--- config.mk ---
export PLATFORM = sky130hd
export DESIGN_NAME = apoc_ctrl
export DESIGN_NICKNAME = d
export VERILOG_FILES = /design/src/apoc_pkg.sv /design/src/apoc_delay.sv /design/src/apoc_ctrl.sv
export SDC_FILE = /design/constraint.sdc
export NUM_CORES = 1
export LEC_CHECK = 0
export ABC_AREA = 1
export BUFFER_PORTS_ARGS = -buffer_cell sky130_fd_sc_hd__buf_2
export CAP_MARGIN = 20
export CORE_MARGIN = 2
export CORE_UTILIZATION = 50
export DETAILED_ROUTE_END_ITERATION = 10
export HOLD_SLACK_MARGIN = 0.06
export PLACE_DENSITY_LB_ADDON = 0.3
export SYNTH_ARGS = -nofsm -noshare
export SYNTH_HDL_FRONTEND = slang
export SYNTH_SLANG_ARGS = --single-unit
--- constraint.sdc ---
create_clock -name clk -period 2.17 [get_ports clk]
set_input_delay 0.1085 -clock clk [delete_from_list [all_inputs] [get_ports clk]]
set_output_delay 0.1085 -clock clk [all_outputs]
set_load 0.005 [all_outputs]
--- src/apoc_pkg.sv ---
package apoc_pkg;
  // ---------------------------------------------------------------
  // frame layout
  // ---------------------------------------------------------------
  localparam int FRAME_BITS = 24;
  localparam int ADDR_BITS = 16;
  localparam int DATA_BITS = 8;
  localparam int BIT_RW = 15;
  localparam int BIT_BANK = 14;
  // ---------------------------------------------------------------
  // master page register offsets (12-bit address)
  // ---------------------------------------------------------------
  localparam logic [11:0] OFS_PAGE_SELECT = 12'h011;
  localparam logic [11:0] OFS_MASK1_CONV = 12'h020;
  localparam logic [11:0] OFS_MASK1_BUF = 12'h021;
  localparam logic [11:0] OFS_MASK2_CONV = 12'h023;
  localparam logic [11:0] OFS_MASK2_BUF = 12'h024;
  localparam logic [11:0] OFS_PD_CONFIG = 12'h026;
  localparam logic [11:0] OFS_SYNC_PULSE = 12'h053;
  localparam logic [11:0] OFS_SYNC_ENABLE = 12'h054;
  localparam logic [11:0] OFS_MASK_ENABLE = 12'h055;
  localparam logic [11:0] OFS_TRIP_LEVEL = 12'h05F;
  localparam logic [11:0] OFS_FLAG_ROUTE = 12'h060;
  // ---------------------------------------------------------------
  // fields and reset values
  // ---------------------------------------------------------------
  localparam logic [7:0] PAGE_MASTER = 8'h80;
  localparam logic [7:0] RST_PAGE = 8'h00;
  localparam logic [7:0] RST_TRIP_LEVEL = 8'hE3;
  localparam logic [7:0] RST_ZERO = 8'h00;
  localparam logic [7:0] MASK_BUF_BITS = 8'hF0;
  localparam logic [7:0] MASK_CFG_BITS = 8'hE0;
  localparam logic [7:0] MASK_SYNC_BITS = 8'h41;
  localparam logic [7:0] MASK_MEN_BITS = 8'h10;
  localparam logic [7:0] MASK_ROUTE_BITS = 8'h07;
  localparam int CFG_GLOBAL = 7;
  localparam int CFG_OVERRIDE = 6;
  localparam int CFG_MASK_SEL = 5;
  localparam int MEN_BIT = 4;
  localparam int SYNC_MANUAL_BIT = 7;
  localparam int SYNC_LEVEL_BIT = 0;
  localparam int SYNC_BLOCK_BIT = 6;
  localparam int ROUTE_STREAM = 0;
  localparam int ROUTE_READBACK = 1;
  localparam int ROUTE_PDPIN = 2;
  localparam int FULL_SCALE_DIV = 255;
  // ---------------------------------------------------------------
  // timing
  // ---------------------------------------------------------------
  localparam int OVR_LATENCY_CYC = 18;
  localparam int SMPL_W = 16;
endpackage

--- src/apoc_delay.sv ---
`timescale 1ns/1ns
module apoc_delay #(
  parameter int DEPTH = 18
) (
  input wire logic clk, // block clock
  input wire logic resetn, // async reset, active low
  input wire logic en, // one-cycle advance enable
  input wire logic din, // level in
  output logic dout // level after DEPTH enables
);
  logic [DEPTH-1:0] pipe_r;

  genvar i;
  generate
    for (i = 0; i < DEPTH; i++) begin : g_stage
      always_ff @(posedge clk or negedge resetn) begin
        if (!resetn) begin
          pipe_r[i] <= 1'b0;
        end else if (en) begin
          pipe_r[i] <= (i == 0) ? din : pipe_r[(i == 0) ? 0 : i - 1];
        end
      end
    end
  endgenerate

  assign dout = pipe_r[DEPTH-1];
endmodule

--- src/apoc_ctrl.sv ---
`timescale 1ns/1ns
// Notes on behaviour
// - one sync pulse resets internal counters
// - overrange flag in stream or pins
// - flag replaces sample word LSB
// - flag appears 18 sample clocks later
// - trip level is full scale times field/255
// - trip field resets to E3h
// - sleep by pin or register bits
// - two masks, converter and buffer fields
// - config: global, pin override, mask choice
// - global sleep powers down everything
// - mask bits act only when enabled
// - frames are 16 address, 8 data
// - shift on select low, rising edges
// - four control bits then 12-bit address
// - read drives register onto readback pin unless flag is routed there
module apoc_ctrl
  import apoc_pkg::*;
#(
  parameter int SMPL_WIDTH = apoc_pkg::SMPL_W
) (
  input wire logic clk, // block clock, 20 MHz
  input wire logic resetn, // async reset, active low
  input wire logic serial_clk, // host serial clock pin
  input wire logic serial_select_n, // frame select, active low
  input wire logic serial_input_line, // host data pin
  output logic serial_readback_out, // readback data pin
  output logic serial_readback_oe_n, // readback drive enable, low drives
  input wire logic power_down_pin_in, // power down pin level
  output logic power_down_pin_out, // flag driven on power down pin
  output logic power_down_pin_oe_n, // power down pin drive, low drives
  input wire logic sample_strobe, // one-cycle sample clock enable
  input wire logic [SMPL_WIDTH-1:0] sample_a, // channel A sample, two's complement
  input wire logic [SMPL_WIDTH-1:0] sample_b, // channel B sample
  output logic [SMPL_WIDTH-1:0] enc_word_a, // word to encoder, channel A
  output logic [SMPL_WIDTH-1:0] enc_word_b, // word to encoder, channel B
  output logic fast_overrange_flag, // delayed overrange level
  output logic whole_chip_sleep, // full power down incl. link
  output logic conv_a_sleep, // converter A power down
  output logic conv_b_sleep, // converter B power down
  output logic buf_a_sleep, // input buffer A power down
  output logic buf_b_sleep, // input buffer B power down
  output logic sync_ref_pulse // software sync reference level
);
  import apoc_pkg::*;

  // ---------------------------------------------------------------
  // pin synchronisers
  // ---------------------------------------------------------------
  logic [1:0] sclk_s_r, sel_s_r, din_s_r, pdp_s_r;
  logic sclk_d_r;

  always_ff @(posedge clk or negedge resetn) begin
    if (!resetn) begin
      sclk_s_r <= 2'h0;
      sel_s_r <= 2'h3;
      din_s_r <= 2'h0;
      pdp_s_r <= 2'h0;
    end else begin
      sclk_s_r <= {sclk_s_r[0], serial_clk};
      sel_s_r <= {sel_s_r[0], serial_select_n};
      din_s_r <= {din_s_r[0], serial_input_line};
      pdp_s_r <= {pdp_s_r[0], power_down_pin_in};
    end
  end

  always_ff @(posedge clk or negedge resetn) begin
    if (!resetn) begin
      sclk_d_r <= 1'b0;
    end else begin
      sclk_d_r <= sclk_s_r[1];
    end
  end

  logic sel_act, sclk_rise, sclk_fall;
  assign sel_act = ~sel_s_r[1];
  assign sclk_rise = sclk_s_r[1] & ~sclk_d_r;
  assign sclk_fall = ~sclk_s_r[1] & sclk_d_r;

  // ---------------------------------------------------------------
  // frame shifter
  // ---------------------------------------------------------------
  logic [FRAME_BITS-2:0] shift_r;
  logic [4:0] bit_cnt_r;
  logic frame_done;

  assign frame_done = sel_act && sclk_rise && (bit_cnt_r == 5'(FRAME_BITS - 1));

  always_ff @(posedge clk or negedge resetn) begin
    if (!resetn) begin
      bit_cnt_r <= 5'h00;
      shift_r <= '0;
    end else if (!sel_act) begin
      bit_cnt_r <= 5'h00;
    end else if (sclk_rise) begin
      shift_r <= {shift_r[FRAME_BITS-3:0], din_s_r[1]};
      bit_cnt_r <= frame_done ? 5'h00 : bit_cnt_r + 5'h01;
    end
  end

  logic [7:0] page_r;
  logic [15:0] addr_w, hdr_w;
  logic [7:0] wdata_w;
  logic is_read_hdr, master_hit, hdr_hit;
  assign addr_w = shift_r[FRAME_BITS-2:DATA_BITS-1];
  // mid-frame the header sits at the bottom of the shifter, not the top
  assign hdr_w = shift_r[ADDR_BITS-1:0];
  assign wdata_w = {shift_r[DATA_BITS-2:0], din_s_r[1]};
  assign is_read_hdr = hdr_w[BIT_RW];
  assign master_hit = ~addr_w[BIT_BANK] && (page_r == PAGE_MASTER || addr_w[11:0] == OFS_PAGE_SELECT);
  assign hdr_hit = ~hdr_w[BIT_BANK] && (page_r == PAGE_MASTER || hdr_w[11:0] == OFS_PAGE_SELECT);

  logic wr_stb;
  assign wr_stb = frame_done && ~addr_w[BIT_RW] && master_hit;

  // ---------------------------------------------------------------
  // registers
  // ---------------------------------------------------------------
  logic [7:0] m1c_r, m1b_r, m2c_r, m2b_r, cfg_r;
  logic [7:0] spulse_r, sen_r, men_r, trip_r, route_r;

  always_ff @(posedge clk or negedge resetn) begin
    if (!resetn) begin
      page_r <= RST_PAGE;
    end else if (wr_stb && addr_w[11:0] == OFS_PAGE_SELECT) begin
      page_r <= wdata_w;
    end
  end

  always_ff @(posedge clk or negedge resetn) begin
    if (!resetn) begin
      m1c_r <= RST_ZERO;
      m1b_r <= RST_ZERO;
      m2c_r <= RST_ZERO;
      m2b_r <= RST_ZERO;
    end else if (wr_stb) begin
      if (addr_w[11:0] == OFS_MASK1_CONV) begin
        m1c_r <= wdata_w;
      end else if (addr_w[11:0] == OFS_MASK1_BUF) begin
        m1b_r <= wdata_w & MASK_BUF_BITS;
      end else if (addr_w[11:0] == OFS_MASK2_CONV) begin
        m2c_r <= wdata_w;
      end else if (addr_w[11:0] == OFS_MASK2_BUF) begin
        m2b_r <= wdata_w & MASK_BUF_BITS;
      end
    end
  end

  always_ff @(posedge clk or negedge resetn) begin
    if (!resetn) begin
      cfg_r <= RST_ZERO;
      men_r <= RST_ZERO;
    end else if (wr_stb) begin
      if (addr_w[11:0] == OFS_PD_CONFIG) begin
        cfg_r <= wdata_w & MASK_CFG_BITS;
      end else if (addr_w[11:0] == OFS_MASK_ENABLE) begin
        men_r <= wdata_w & MASK_MEN_BITS;
      end
    end
  end

  always_ff @(posedge clk or negedge resetn) begin
    if (!resetn) begin
      spulse_r <= RST_ZERO;
      sen_r <= RST_ZERO;
    end else if (wr_stb) begin
      if (addr_w[11:0] == OFS_SYNC_PULSE) begin
        spulse_r <= wdata_w & MASK_SYNC_BITS;
      end else if (addr_w[11:0] == OFS_SYNC_ENABLE) begin
        sen_r <= wdata_w;
      end
    end
  end

  always_ff @(posedge clk or negedge resetn) begin
    if (!resetn) begin
      trip_r <= RST_TRIP_LEVEL;
      route_r <= RST_ZERO;
    end else if (wr_stb) begin
      if (addr_w[11:0] == OFS_TRIP_LEVEL) begin
        trip_r <= wdata_w;
      end else if (addr_w[11:0] == OFS_FLAG_ROUTE) begin
        route_r <= wdata_w & MASK_ROUTE_BITS;
      end
    end
  end

  // ---------------------------------------------------------------
  // readback
  // ---------------------------------------------------------------
  logic [7:0] rd_mux;
  always_comb begin
    rd_mux = 8'h00;
    if (hdr_w[11:0] == OFS_PAGE_SELECT) begin
      rd_mux = page_r;
    end else if (hdr_w[11:0] == OFS_MASK1_CONV) begin
      rd_mux = m1c_r;
    end else if (hdr_w[11:0] == OFS_MASK1_BUF) begin
      rd_mux = m1b_r;
    end else if (hdr_w[11:0] == OFS_MASK2_CONV) begin
      rd_mux = m2c_r;
    end else if (hdr_w[11:0] == OFS_MASK2_BUF) begin
      rd_mux = m2b_r;
    end else if (hdr_w[11:0] == OFS_PD_CONFIG) begin
      rd_mux = cfg_r;
    end else if (hdr_w[11:0] == OFS_SYNC_PULSE) begin
      rd_mux = spulse_r;
    end else if (hdr_w[11:0] == OFS_SYNC_ENABLE) begin
      rd_mux = sen_r;
    end else if (hdr_w[11:0] == OFS_MASK_ENABLE) begin
      rd_mux = men_r;
    end else if (hdr_w[11:0] == OFS_TRIP_LEVEL) begin
      rd_mux = trip_r;
    end else if (hdr_w[11:0] == OFS_FLAG_ROUTE) begin
      rd_mux = route_r;
    end
  end

  logic [7:0] rd_sh_r;
  logic rd_act_r;
  logic hdr_done;
  // header complete once 16 bits are in; shift_r then holds the address
  assign hdr_done = sel_act && (bit_cnt_r == 5'(ADDR_BITS)) && ~rd_act_r;

  always_ff @(posedge clk or negedge resetn) begin
    if (!resetn) begin
      rd_sh_r <= 8'h00;
      rd_act_r <= 1'b0;
    end else if (!sel_act || frame_done) begin
      rd_act_r <= 1'b0;
    end else if (hdr_done && is_read_hdr && hdr_hit) begin
      rd_act_r <= 1'b1;
      rd_sh_r <= rd_mux;
    end else if (rd_act_r && sclk_fall && bit_cnt_r > 5'(ADDR_BITS)) begin
      rd_sh_r <= {rd_sh_r[6:0], 1'b0};
    end
  end

  // ---------------------------------------------------------------
  // overrange detection, sample domain as enable
  // ---------------------------------------------------------------
  function automatic logic over_trip(input logic [SMPL_WIDTH-1:0] s, input logic [7:0] lvl);
    logic [SMPL_WIDTH-1:0] mag;
    logic [SMPL_WIDTH+8:0] lhs, rhs;
    mag = s[SMPL_WIDTH-1] ? SMPL_WIDTH'(~s) : s;
    lhs = (SMPL_WIDTH+9)'(mag) * (SMPL_WIDTH+9)'(FULL_SCALE_DIV);
    rhs = (SMPL_WIDTH+9)'(lvl) << (SMPL_WIDTH - 1);
    return lhs > rhs;
  endfunction

  logic raw_ovr;
  assign raw_ovr = over_trip(sample_a, trip_r) | over_trip(sample_b, trip_r);

  logic ovr_dly;
  apoc_delay #(
    .DEPTH(OVR_LATENCY_CYC)
  ) u_ovr_delay (
    .clk(clk),
    .resetn(resetn),
    .en(sample_strobe),
    .din(raw_ovr),
    .dout(ovr_dly)
  );

  always_ff @(posedge clk or negedge resetn) begin
    if (!resetn) begin
      fast_overrange_flag <= 1'b0;
    end else begin
      fast_overrange_flag <= ovr_dly;
    end
  end

  always_ff @(posedge clk or negedge resetn) begin
    if (!resetn) begin
      enc_word_a <= '0;
      enc_word_b <= '0;
    end else if (sample_strobe) begin
      enc_word_a <= route_r[ROUTE_STREAM] ? {sample_a[SMPL_WIDTH-1:1], ovr_dly} : sample_a;
      enc_word_b <= route_r[ROUTE_STREAM] ? {sample_b[SMPL_WIDTH-1:1], ovr_dly} : sample_b;
    end
  end

  always_ff @(posedge clk or negedge resetn) begin
    if (!resetn) begin
      serial_readback_out <= 1'b0;
      serial_readback_oe_n <= 1'b1;
      power_down_pin_out <= 1'b0;
      power_down_pin_oe_n <= 1'b1;
    end else begin
      serial_readback_out <= route_r[ROUTE_READBACK] ? ovr_dly : (rd_act_r & rd_sh_r[7]);
      serial_readback_oe_n <= ~(route_r[ROUTE_READBACK] | rd_act_r);
      power_down_pin_out <= ovr_dly;
      power_down_pin_oe_n <= ~route_r[ROUTE_PDPIN];
    end
  end

  // ---------------------------------------------------------------
  // power down
  // ---------------------------------------------------------------
  logic pin_sleep, mask_on, all_sleep;
  logic [7:0] conv_sel, buf_sel;
  assign pin_sleep = pdp_s_r[1] & ~cfg_r[CFG_OVERRIDE] & route_r[ROUTE_PDPIN] == 1'b0;
  assign mask_on = men_r[MEN_BIT];
  // pin sleep is a full power down like the global bit, but only while the mask enable bit is clear
  assign all_sleep = cfg_r[CFG_GLOBAL] | (pin_sleep & ~mask_on);
  assign conv_sel = cfg_r[CFG_MASK_SEL] ? m2c_r : m1c_r;
  assign buf_sel = cfg_r[CFG_MASK_SEL] ? m2b_r : m1b_r;

  always_ff @(posedge clk or negedge resetn) begin
    if (!resetn) begin
      whole_chip_sleep <= 1'b0;
      conv_a_sleep <= 1'b0;
      conv_b_sleep <= 1'b0;
      buf_a_sleep <= 1'b0;
      buf_b_sleep <= 1'b0;
    end else begin
      whole_chip_sleep <= all_sleep;
      conv_a_sleep <= all_sleep | (mask_on & |conv_sel[7:4]);
      conv_b_sleep <= all_sleep | (mask_on & |conv_sel[3:0]);
      buf_b_sleep <= all_sleep | (mask_on & |buf_sel[7:6]);
      buf_a_sleep <= all_sleep | (mask_on & |buf_sel[5:4]);
    end
  end

  always_ff @(posedge clk or negedge resetn) begin
    if (!resetn) begin
      sync_ref_pulse <= 1'b0;
    end else begin
      sync_ref_pulse <= sen_r[SYNC_MANUAL_BIT] & spulse_r[SYNC_LEVEL_BIT] & ~spulse_r[SYNC_BLOCK_BIT];
    end
  end
endmodule

Yosys cells after proc, flatten, opt, wreduce, memory -nomap -nowiden --
Index checks and enable logic that the tools add are counted.
Cells by class: $mul 2, magnitude comparators 3, divide/modulo/power cells 0, bitwise gates (word level) 40, equality and inequality tests 25, reductions and logical operators 35, mux-type cells 25, $add $sub $neg 1, shift-type cells 0
Operators with widths (count):
- 12-bit by 6-bit equality test with 1-bit output (second input constant) | 10
- 12-bit by 7-bit equality test with 1-bit output (second input constant) | 10
- 8-bit two-way mux | 14
- 24-bit by 23-bit greater-than comparator with 1-bit output | 2
- 16-bit by 8-bit multiplier with 24-bit output (second input constant) | 2
- 16-bit two-way mux | 2
- 16-bit inverter | 2
- 12-bit by 5-bit equality test with 1-bit output (second input constant) | 2
- 1-bit inverter | 19
- 5-bit two-way mux | 3
- 1-bit logical AND | 13
- 1-bit AND | 12
- 2-bit AND reduction | 6
- 3-bit AND reduction | 4
- 5-bit equality test (second input constant) | 2
- 8-bit equality test (second input constant) | 1
- 4-bit OR reduction | 2
- 1-bit OR | 7
- 2-bit nonzero test | 3
- 5-bit by 1-bit adder with 5-bit output (second input constant) | 1
- 5-bit greater-than comparator (second input constant) | 1
- 1-bit two-way mux | 5
- 5-bit AND reduction | 1
- 4-bit AND reduction | 1
- 3 further kinds | 6
Word-level totals: logic and storage cells 181, memory bits (read-only) 0, latch bits 0, flip-flop bits (word level) 163, memories kept 0, bits of input ports 39, output and inout bits 43, bits in writable memories 0

Logic depth before layout (Yosys ltp) --
Gate-level depths: netlist of run 1.
depth after elaboration 13, mapped depth 44, depth with buffers taken out 43

Hierarchy --
Synthesis of run 1 repeated with hierarchy kept, for this count alone.
Unflattened totals: cells, all modules 1755, area total of the unflattened synthesis 14397.6 µm²
By module, submodules not included:
- apoc_ctrl | instances 1, seq. area each 3639.7 µm², cells each 1679, area each 13640.6 µm²
- apoc_delay | instances 1, seq. area each 450.4 µm², cells each 76, area each 757.0 µm²

Worst setup path before layout of run 1 --
No wires, ideal clock.
path type input-to-reg, start input port sample_b[15], end register u_ovr_delay.pipe_r[0], arrival time 5.898 ns, stages 39, setup slack -3.845 ns, library setup time 0.117 ns, required time 2.053 ns, path buffers 2, cells stage by stage buf_2 -> buf_2 -> xnor2_1 -> xor2_1 -> inv_1 -> ha_1 -> inv_1 -> fa_1 -> inv_1 -> fa_1 -> inv_1 -> fa_1 -> inv_1 -> ha_1 -> nand2_1 -> inv_1 -> a21oi_1 -> nand2_1 -> (+3 left out) -> o21ai_0 -> nand2_1 -> nand2_1 -> nand2_1 -> nand2_1 -> xor2_1 -> ha_1 -> nand2_1 -> nor2_1 -> nand2_1 -> nor2_1 -> nand4_1 -> nor2_1 -> nand4_1 -> o21bai_1 -> nand3_1 -> nor2_1 -> nor2_1
On the way: word-level cells in the longest chain between the ends 5
Ends and longest elaborated chain:
- from (decl) | RTL line apoc_ctrl.sv:35 | input wire logic [SMPL_WIDTH-1:0] sample_b,
- 16-bit inverter | RTL line apoc_ctrl.sv:246 | mag = s[SMPL_WIDTH-1] ? SMPL_WIDTH'(~s) : s;
- 16-bit two-way mux * | RTL line apoc_ctrl.sv:246
- 16-bit by 8-bit multiplier with 24-bit output * | RTL line apoc_ctrl.sv:247 | lhs = (SMPL_WIDTH+9)'(mag) * (SMPL_WIDTH+9)'(FULL_SCALE_DIV);
- 24-bit by 23-bit greater-than comparator with 1-bit output * | RTL line apoc_ctrl.sv:249 | return lhs > rhs;
- 1-bit OR * | RTL line apoc_ctrl.sv:253 | assign raw_ovr = over_trip(sample_a, trip_r) | over_trip(sample_b, trip_r);
- to (signal, indexed assignment) | RTL line apoc_delay.sv:20 | pipe_r[i] <= (i == 0) ? din : pipe_r[(i == 0) ? 0 : i - 1];
- to (decl) | RTL line apoc_delay.sv:11 | logic [DEPTH-1:0] pipe_r;
Every way passes the cells marked *; elsewhere a longest branch is shown, timed or not. A chain may end at the register's enable or synchronous reset.

Final worst setup path of run 1 --
Same ends and word-level chain as after synthesis.

==> results of run 1 <==
## final timing paths
path / cells after the start / end / slack [ns]
max: 39 / u_ovr_delay.pipe_r[0]$_DFFE_PN0P_ / -3.47
min: 4 / enc_word_b[0]$_DFFE_PN0P_ / 0.08
max reg2reg: 15 / u_ovr_delay.pipe_r[0]$_DFFE_PN0P_ / 0.02
min reg2reg: 0 / din_s_r[1]$_DFF_PN0_ / 0.36
max in group asynchronous: 3 / sel_s_r[1]$_DFF_PN1_ / 1.33
min in group asynchronous: 2 / conv_a_sleep$_DFF_PN0_ / 0.09
## state kept, by name (all words and copies together) (netlist names), 5 cells and up
register	cells
enc_word_b	16
m1c_r	8
enc_word_a	16
m2c_r	8
page_r	8
sen_r	8
trip_r	8
u_ovr_delay.pipe_r	17
shift_r	23
rd_sh_r	8
bit_cnt_r	5
## per-stage QoR
step	hold slack [ns]	setup slack [ns]	setup TNS, ns
floorplan	-0.187	-3.19	-3.19
detailed placement	-0.00457	-3.76	-4.50
finish	0.0822	-3.47	-3.47
global route	0.0970	-3.72	-4.68
global placement	-0.00693	-3.52	-3.52
CTS	0.0678	-2.97	-2.98
## cell usage in the layout, fill, tap and decap left out, types with 10 or more instances in the layout
master	n
buf_12	10
inv_2	19
nor3_1	17
nand2_1	296
clkbuf_16	17
buf_2	79
dfrtp_1	154
nand4_1	31
ha_4	11
a21oi_2	16
xnor2_1	17
ha_1	100
inv_1	391
fa_1	114
a21oi_1	72
o21ai_1	20
dlygate4sd3_1	33
buf_4	325
o21ai_0	72
nand2_2	20
nor2_2	18
nand3_1	47
nor2_1	119
xor2_1	28
mux2_2	30
o21ai_2	12
## critical path, delay by kind of cell
| kind | cells | cell delay, ns |
|---|---|---|
| adders and majority gates | 6 | 2.35 |
| and+or+nand+nor | 19 | 1.70 |
| AOI/OAI and AO/OA | 4 | 0.61 |
| buffers and inverters | 7 | 0.62 |
| xor gates and xnor gates | 3 | 0.58 |
## layout make-up
cell class | count | area, um^2
fillers | 2095 | 8470
well taps | 378 | 473
inverters | 418 | 1580
clock inverters | 15 | 184
multi-input cells | 1154 | 9270
clock buffers | 17 | 425
flip-flops and latches | 163 | 4090
repair buffers | 453 | 3430
## kinds of logic after synthesis
| kind of cell | count (synthesis) | synth area share, % |
|---|---|---|
| AND/OR/NAND/NOR | 601 | 18.1 |
| multiplexers | 30 | 2.37 |
| flip-flops | 163 | 28.7 |
| buffers and inverters | 445 | 11.9 |
| adder cells (fa/ha/maj) | 226 | 25.9 |
| XOR/XNOR | 65 | 4.00 |
| AO/OA/AOI/OAI | 231 | 8.98 |
## metal layers
metal	vias up	global-route usage, %
met2	494	48.1
met4	0	10.7
met1	6518	32.7
met5	-	0
li1	6368	-
met3	201	3.85
## what timing repair did
| action | 4_1_cts | 5_1_grt |
|---|---|---|
| cloned | 0 | 1 |
| endpoints found under the hold margin | 186 | 0 |
| buffers inserted | 36 | 22 |
| setup endpoints to repair | 13 | 50 |
| pin swaps | 36 | 76 |
| hold buffers | 33 | 0 |
| gates resized for setup | 33 | 127 |
==> impl_results.md, run 1 <==
* Critical path fanouts, max at 7
* Met3 Wirelength at about 2.2 mm
* Startpoint types: primary input
* Most frequent CP cell: nand2_1
* Final Critical Period at around 5.6 ns
* Area grow syn2layout at 36.7%
* Largest net degree at the start of global routing at 57
* Most frequent cells after synthesis: inv_1 (413), nand2_1 (321), dfrtp_1 (154), nor2_1 (141), fa_1 (114)
* Failing checks: negative setup slack
* Setup slack after layout at -3.47 ns
* CTS max path bufs at 2
* Top cell type's share of synthesized area at 27.1%
* H-tree level count at 4
* Number of global-route vias before repair at ~14000
* CTS Buf Count at 17
* Yosys reg bits at between 150 and 200
* Max Clock Skew at 0.0149 ns
* CTS root buffer: clkbuf_16
* Num Clock Sinks at 163
* WL met1 at between 15 and 20 mm
* Status: finished with violations
* GRT Total Usage at a little over a quarter
* Seq/Total Area, Yosys at between 20% and 30%
* WL/cell at approximately 16 um
* Pre-antenna DRT Iters at 6
* Synth unique cells at 50
* Post-DRT Antenna Nets at 0
* RSZ-0062 raised after global routing: yes
* DRT iter0 DRCs at 1126
* Share of cells above drive strength 1 at 29.7%
* Worst relative slew slack at a little under half
* Asr flop ratio synth at 100%
* Leading post-synthesis cells by cell area: dfrtp_1 (27%), fa_1 (16%), inv_1 (11%)
* Utilization after layout at a little over two thirds
* Gr ovfl total at 0
* Average size of a mapped cell at between 8 and 9 um^2
* Crit path launch: sample_b[15]
* CTS tree: yes
* Nets at 2472
* Crit end category: register
* FF-to-FF Start: trip_r[1]$_DFFE_PN1P_
* Die Width at 173 um
* Dpl cells at 2474
* Synthesized area at approximately 0.014 mm^2
* Min-delay src: sample_b[0]
* HPWL after DPL at between 20 and 30 mm
* Crit path kind: in -> reg
* Die area at slightly below 0.03 mm^2
* Slew Limit Fails at 0
* Largest area contributor in the netlist: dfrtp_1
* Slowest cell on crit path: fa_1
* EDFF count, synth at 0
* CP arrival at 5.99 ns
* Global-route wire length before repair at ~65 mm
* GPL Wtd Cong at 0.968
* Final non-filler cell area at ~0.019 mm^2
* PortBufs at 81
* FMAX at roughly 180 MHz
* Main flop type after synthesis: dfrtp_1
* Vias at 13600
* Core region area at 0.0279 mm^2
* Placed standard-cell area at 0.0175 mm^2
* Highest routed metal layer: met4
* Most numerous cell in the Yosys netlist: inv_1
* Initial antenna violation count at 0
* Least-Margin Pin Slew at ~0.80 ns
* Initial Util at 51.0%
* Die height at about 170 um
* Hold Path Class: in -> reg
* Fin crit share at 260%
* Synth Warn # at 0
* # setup viols final at 1
* Met2 routed WL at ~21 mm
* Clock Latency Late Sink at 0.46 ns
* Total of max-cap violations at 0
* # DRC at 0
* Non-filler cells, final at ~2600
* CP required at ~2.5 ns
* Reg clk slew, reported paths at about 0.080 ns
* ANT cells at 0
* # IOs at 82
* Syn nets at ~2000
* Row count at 61
* Synth Instances at 1761
* Vias per cell at between 5 and 6
* Max stage delay on crit path at approximately 0.54 ns
* Final WL at roughly 42 mm
* Final hold violations at 0
Power of run 1 is left out: the tool's default activity adds up to more than one toggle a clock period on the data nets, which glitch-free logic cannot reach.
==> run 2, diff against run 1 <==
Settings changed: CORE_ASPECT_RATIO set to 0.75, RECOVER_POWER set to 50.
==> impl_results.md, run 2 (synthesis gave the netlist of run 1 again) <==
* CP arrival at 5.67 ns (was 5.99 ns)
* HPWL after DPL at 29.2 mm (was 28.3 mm)
* Critical path fanouts, max at 10 (was 7)
* Final hold violations at 0 (unchanged)
* Die height at 150 um (was 173 um)
* Placed standard-cell area at 0.0176 mm^2 (was 0.0175 mm^2)
* Met1 Use GR at 36.8% (was 32.7%)
* Least-Margin Pin Slew at 1.47 ns (was 0.797 ns)
* Hold Path Class: in -> reg (unchanged)
* Area grow syn2layout at 33.4% (was 36.7%)
* Row count at 53 (was 61)
* Routing usage on met3 at 4.55% (was 3.85%)
* Largest net degree at the start of global routing at 58 (was 57)
* Commonest non-fill, non-tap cell in the layout: inv_1 (unchanged)
* ANT cells at 0 (unchanged)
* # DRC at 0 (unchanged)
* Final non-filler cell area at 0.0190 mm^2 (was 0.0195 mm^2)
* Reg2reg setup slack at 0.05 ns (was 0.02 ns)
* Reg area at 0.00409 mm^2 (about the same)
* Setup slack after layout at -3.17 ns (was -3.47 ns)
* CTS Buf Count at 17 (unchanged)
* # IOs at 82 (unchanged)
* CTS max path bufs at 2 (unchanged)
* Largest registers: shift_r x23, u_ovr_delay.pipe_r x17 (unchanged)
* Most flop-heavy register: shift_r (unchanged)
* Post-DRT Antenna Nets at 0 (unchanged)
* Final Critical Period at 5.34 ns (was 5.64 ns)
* Reg clk slew, reported paths at 0.07 ns (was 0.08 ns)
* Total of max-cap violations at 0 (unchanged)
* Crit end category: register (unchanged)
* Crit path kind: in -> reg (unchanged)
* Filler Cell Count at 2272 (was 2095)
* Pre-antenna DRT Iters at 5 (was 6)
* Die area at 0.0299 mm^2 (was 0.0298 mm^2)
* Num Clock Sinks at 163 (unchanged)
* Met2 usage at 43.7% (was 48.1%)
* # setup viols final at 1 (unchanged)
* RSZ-0062 raised after global routing: yes (unchanged)
* Vias per cell at 4.96 (was 5.23)
* Share of cells above drive strength 1 at 26.4% (was 29.7%)
* GPL Wtd Cong at 0.962 (was 0.968)
* Core region area at 0.0280 mm^2 (was 0.0279 mm^2)
* WL/cell at 14.6 um (was 16.0 um)
* FMAX at 187 MHz (was 177 MHz)
* Nets at 2451 (was 2472)
* Max stage delay on crit path at 0.55 ns (was 0.54 ns)
* Layer with the highest usage: met2 (unchanged)
* Status: finished with violations (unchanged)
* CTS root buffer: clkbuf_16 (unchanged)
* Most frequent cells in the layout: inv_1 (398), nand2_1 (310), buf_4 (301), dfrtp_1 (153), nor2_1 (125) (was inv_1 (391), buf_4 (325), nand2_1 (296), dfrtp_1 (154), nor2_1 (119))
* Max Clock Skew at 0.0101 ns (was 0.0149 ns)
* Startpoint types: primary input (unchanged)
* Initial antenna violation count at 0 (unchanged)
* Slew Limit Fails at 0 (unchanged)
* PortBufs at 81 (unchanged)
* GRT Total Usage at 26.5% (was 26.9%)
* Final WL at 37.8 mm (was 41.7 mm)
* Global-route wire length before repair at 62.6 mm (was 65.3 mm)
* Worst relative slew slack at 2.31% (was 46.7%)
* Number of global-route vias before repair at 12800 (was 13700)
* Failing checks: negative setup slack (unchanged)
* Multi-input logic area at 0.00900 mm^2 (was 0.00927 mm^2)
* Vias at 12800 (was 13600)
* CP required at 2.50 ns (was 2.52 ns)
* Die Width at 199 um (was 173 um)
* Initial Util at 50.9% (was 51.0%)
* Fin crit share at 246% (was 260%)
* Clock Latency Late Sink at 0.44 ns (was 0.46 ns)
* Slowest cell on crit path: fa_1 (unchanged)
* DRT iter0 DRCs at 839 (was 1126)
* H-tree level count at 4 (unchanged)
* Gr ovfl total at 0 (unchanged)
* WHS at 0.0746 ns (was 0.0822 ns)
* Max reg flops at 23 (unchanged)
* CTS tree: yes (unchanged)
## run 2: layout make-up
cell class | count | area share [%]
timing repair inverter | 1 | 0.0395
clock buffer | 18 | 2.26
inverter | 418 | 8.28
multi-input combinational | 1154 | 47.4
timing repair buffer | 431 | 16.9
sequential | 163 | 21.5
tap | 385 | 2.54
clock inverter | 14 | 1.02
## run 2: stage by stage
step                      utilization (%)  cells  setup slack (ns)  setup TNS, ns
after floorplan                         -   1761             -3.19          -3.19
after global placement               62.9   2498             -3.57          -3.57
after detailed placement             62.9   2498             -3.79          -4.33
after CTS                            67.2   2574             -3.06          -3.06
after global routing                 67.9   2584             -3.53          -9.25
final                                67.9   2584             -3.17          -3.17
## run 2: timing repair
item	CTS	global route
cloned	1	1
pin swaps	23	16
hold endpoints to repair	93	0
setup endpoints to repair	13	56
resized for setup	34	48
buffers inserted	8	9
hold buffers	35	0
## run 2: path summary, 6_finish.rpt
check                      cells after the start               startpoint                            endpoint
min                                            4              sample_b[1]           enc_word_b[1]$_DFFE_PN0P_
max                                           34             sample_b[15]   u_ovr_delay.pipe_r[0]$_DFFE_PN0P_
max reg2reg                                   10  shift_r[15]$_DFFE_PN0P_              route_r[2]$_DFFE_PN0P_
min reg2reg                                    0     pdp_s_r[0]$_DFF_PN0_                pdp_s_r[1]$_DFF_PN0_
min in group asynchronous                      2                   resetn  u_ovr_delay.pipe_r[16]$_DFFE_PN0P_
max in group asynchronous                      3                   resetn              shift_r[0]$_DFFE_PN0P_
## run 2: layer usage
layer  part of all wire (%)  up-vias
li1                       -     6330
met1                     46     6116
met2                     47      328
met3                    5.1       49
met4                    1.7        0
met5                      0        -
## run 2: critical path, delay by kind of cell
family                   cells  cell delay (ns)
AND/OR/NAND/NOR             11             0.95
AO/OA/AOI/OAI                6             0.84
adder cells (fa/ha/maj)      6             2.56
buffers and inverters        9             0.84
XOR/XNOR                     2             0.34
Power of run 2 is left out for the same reason.
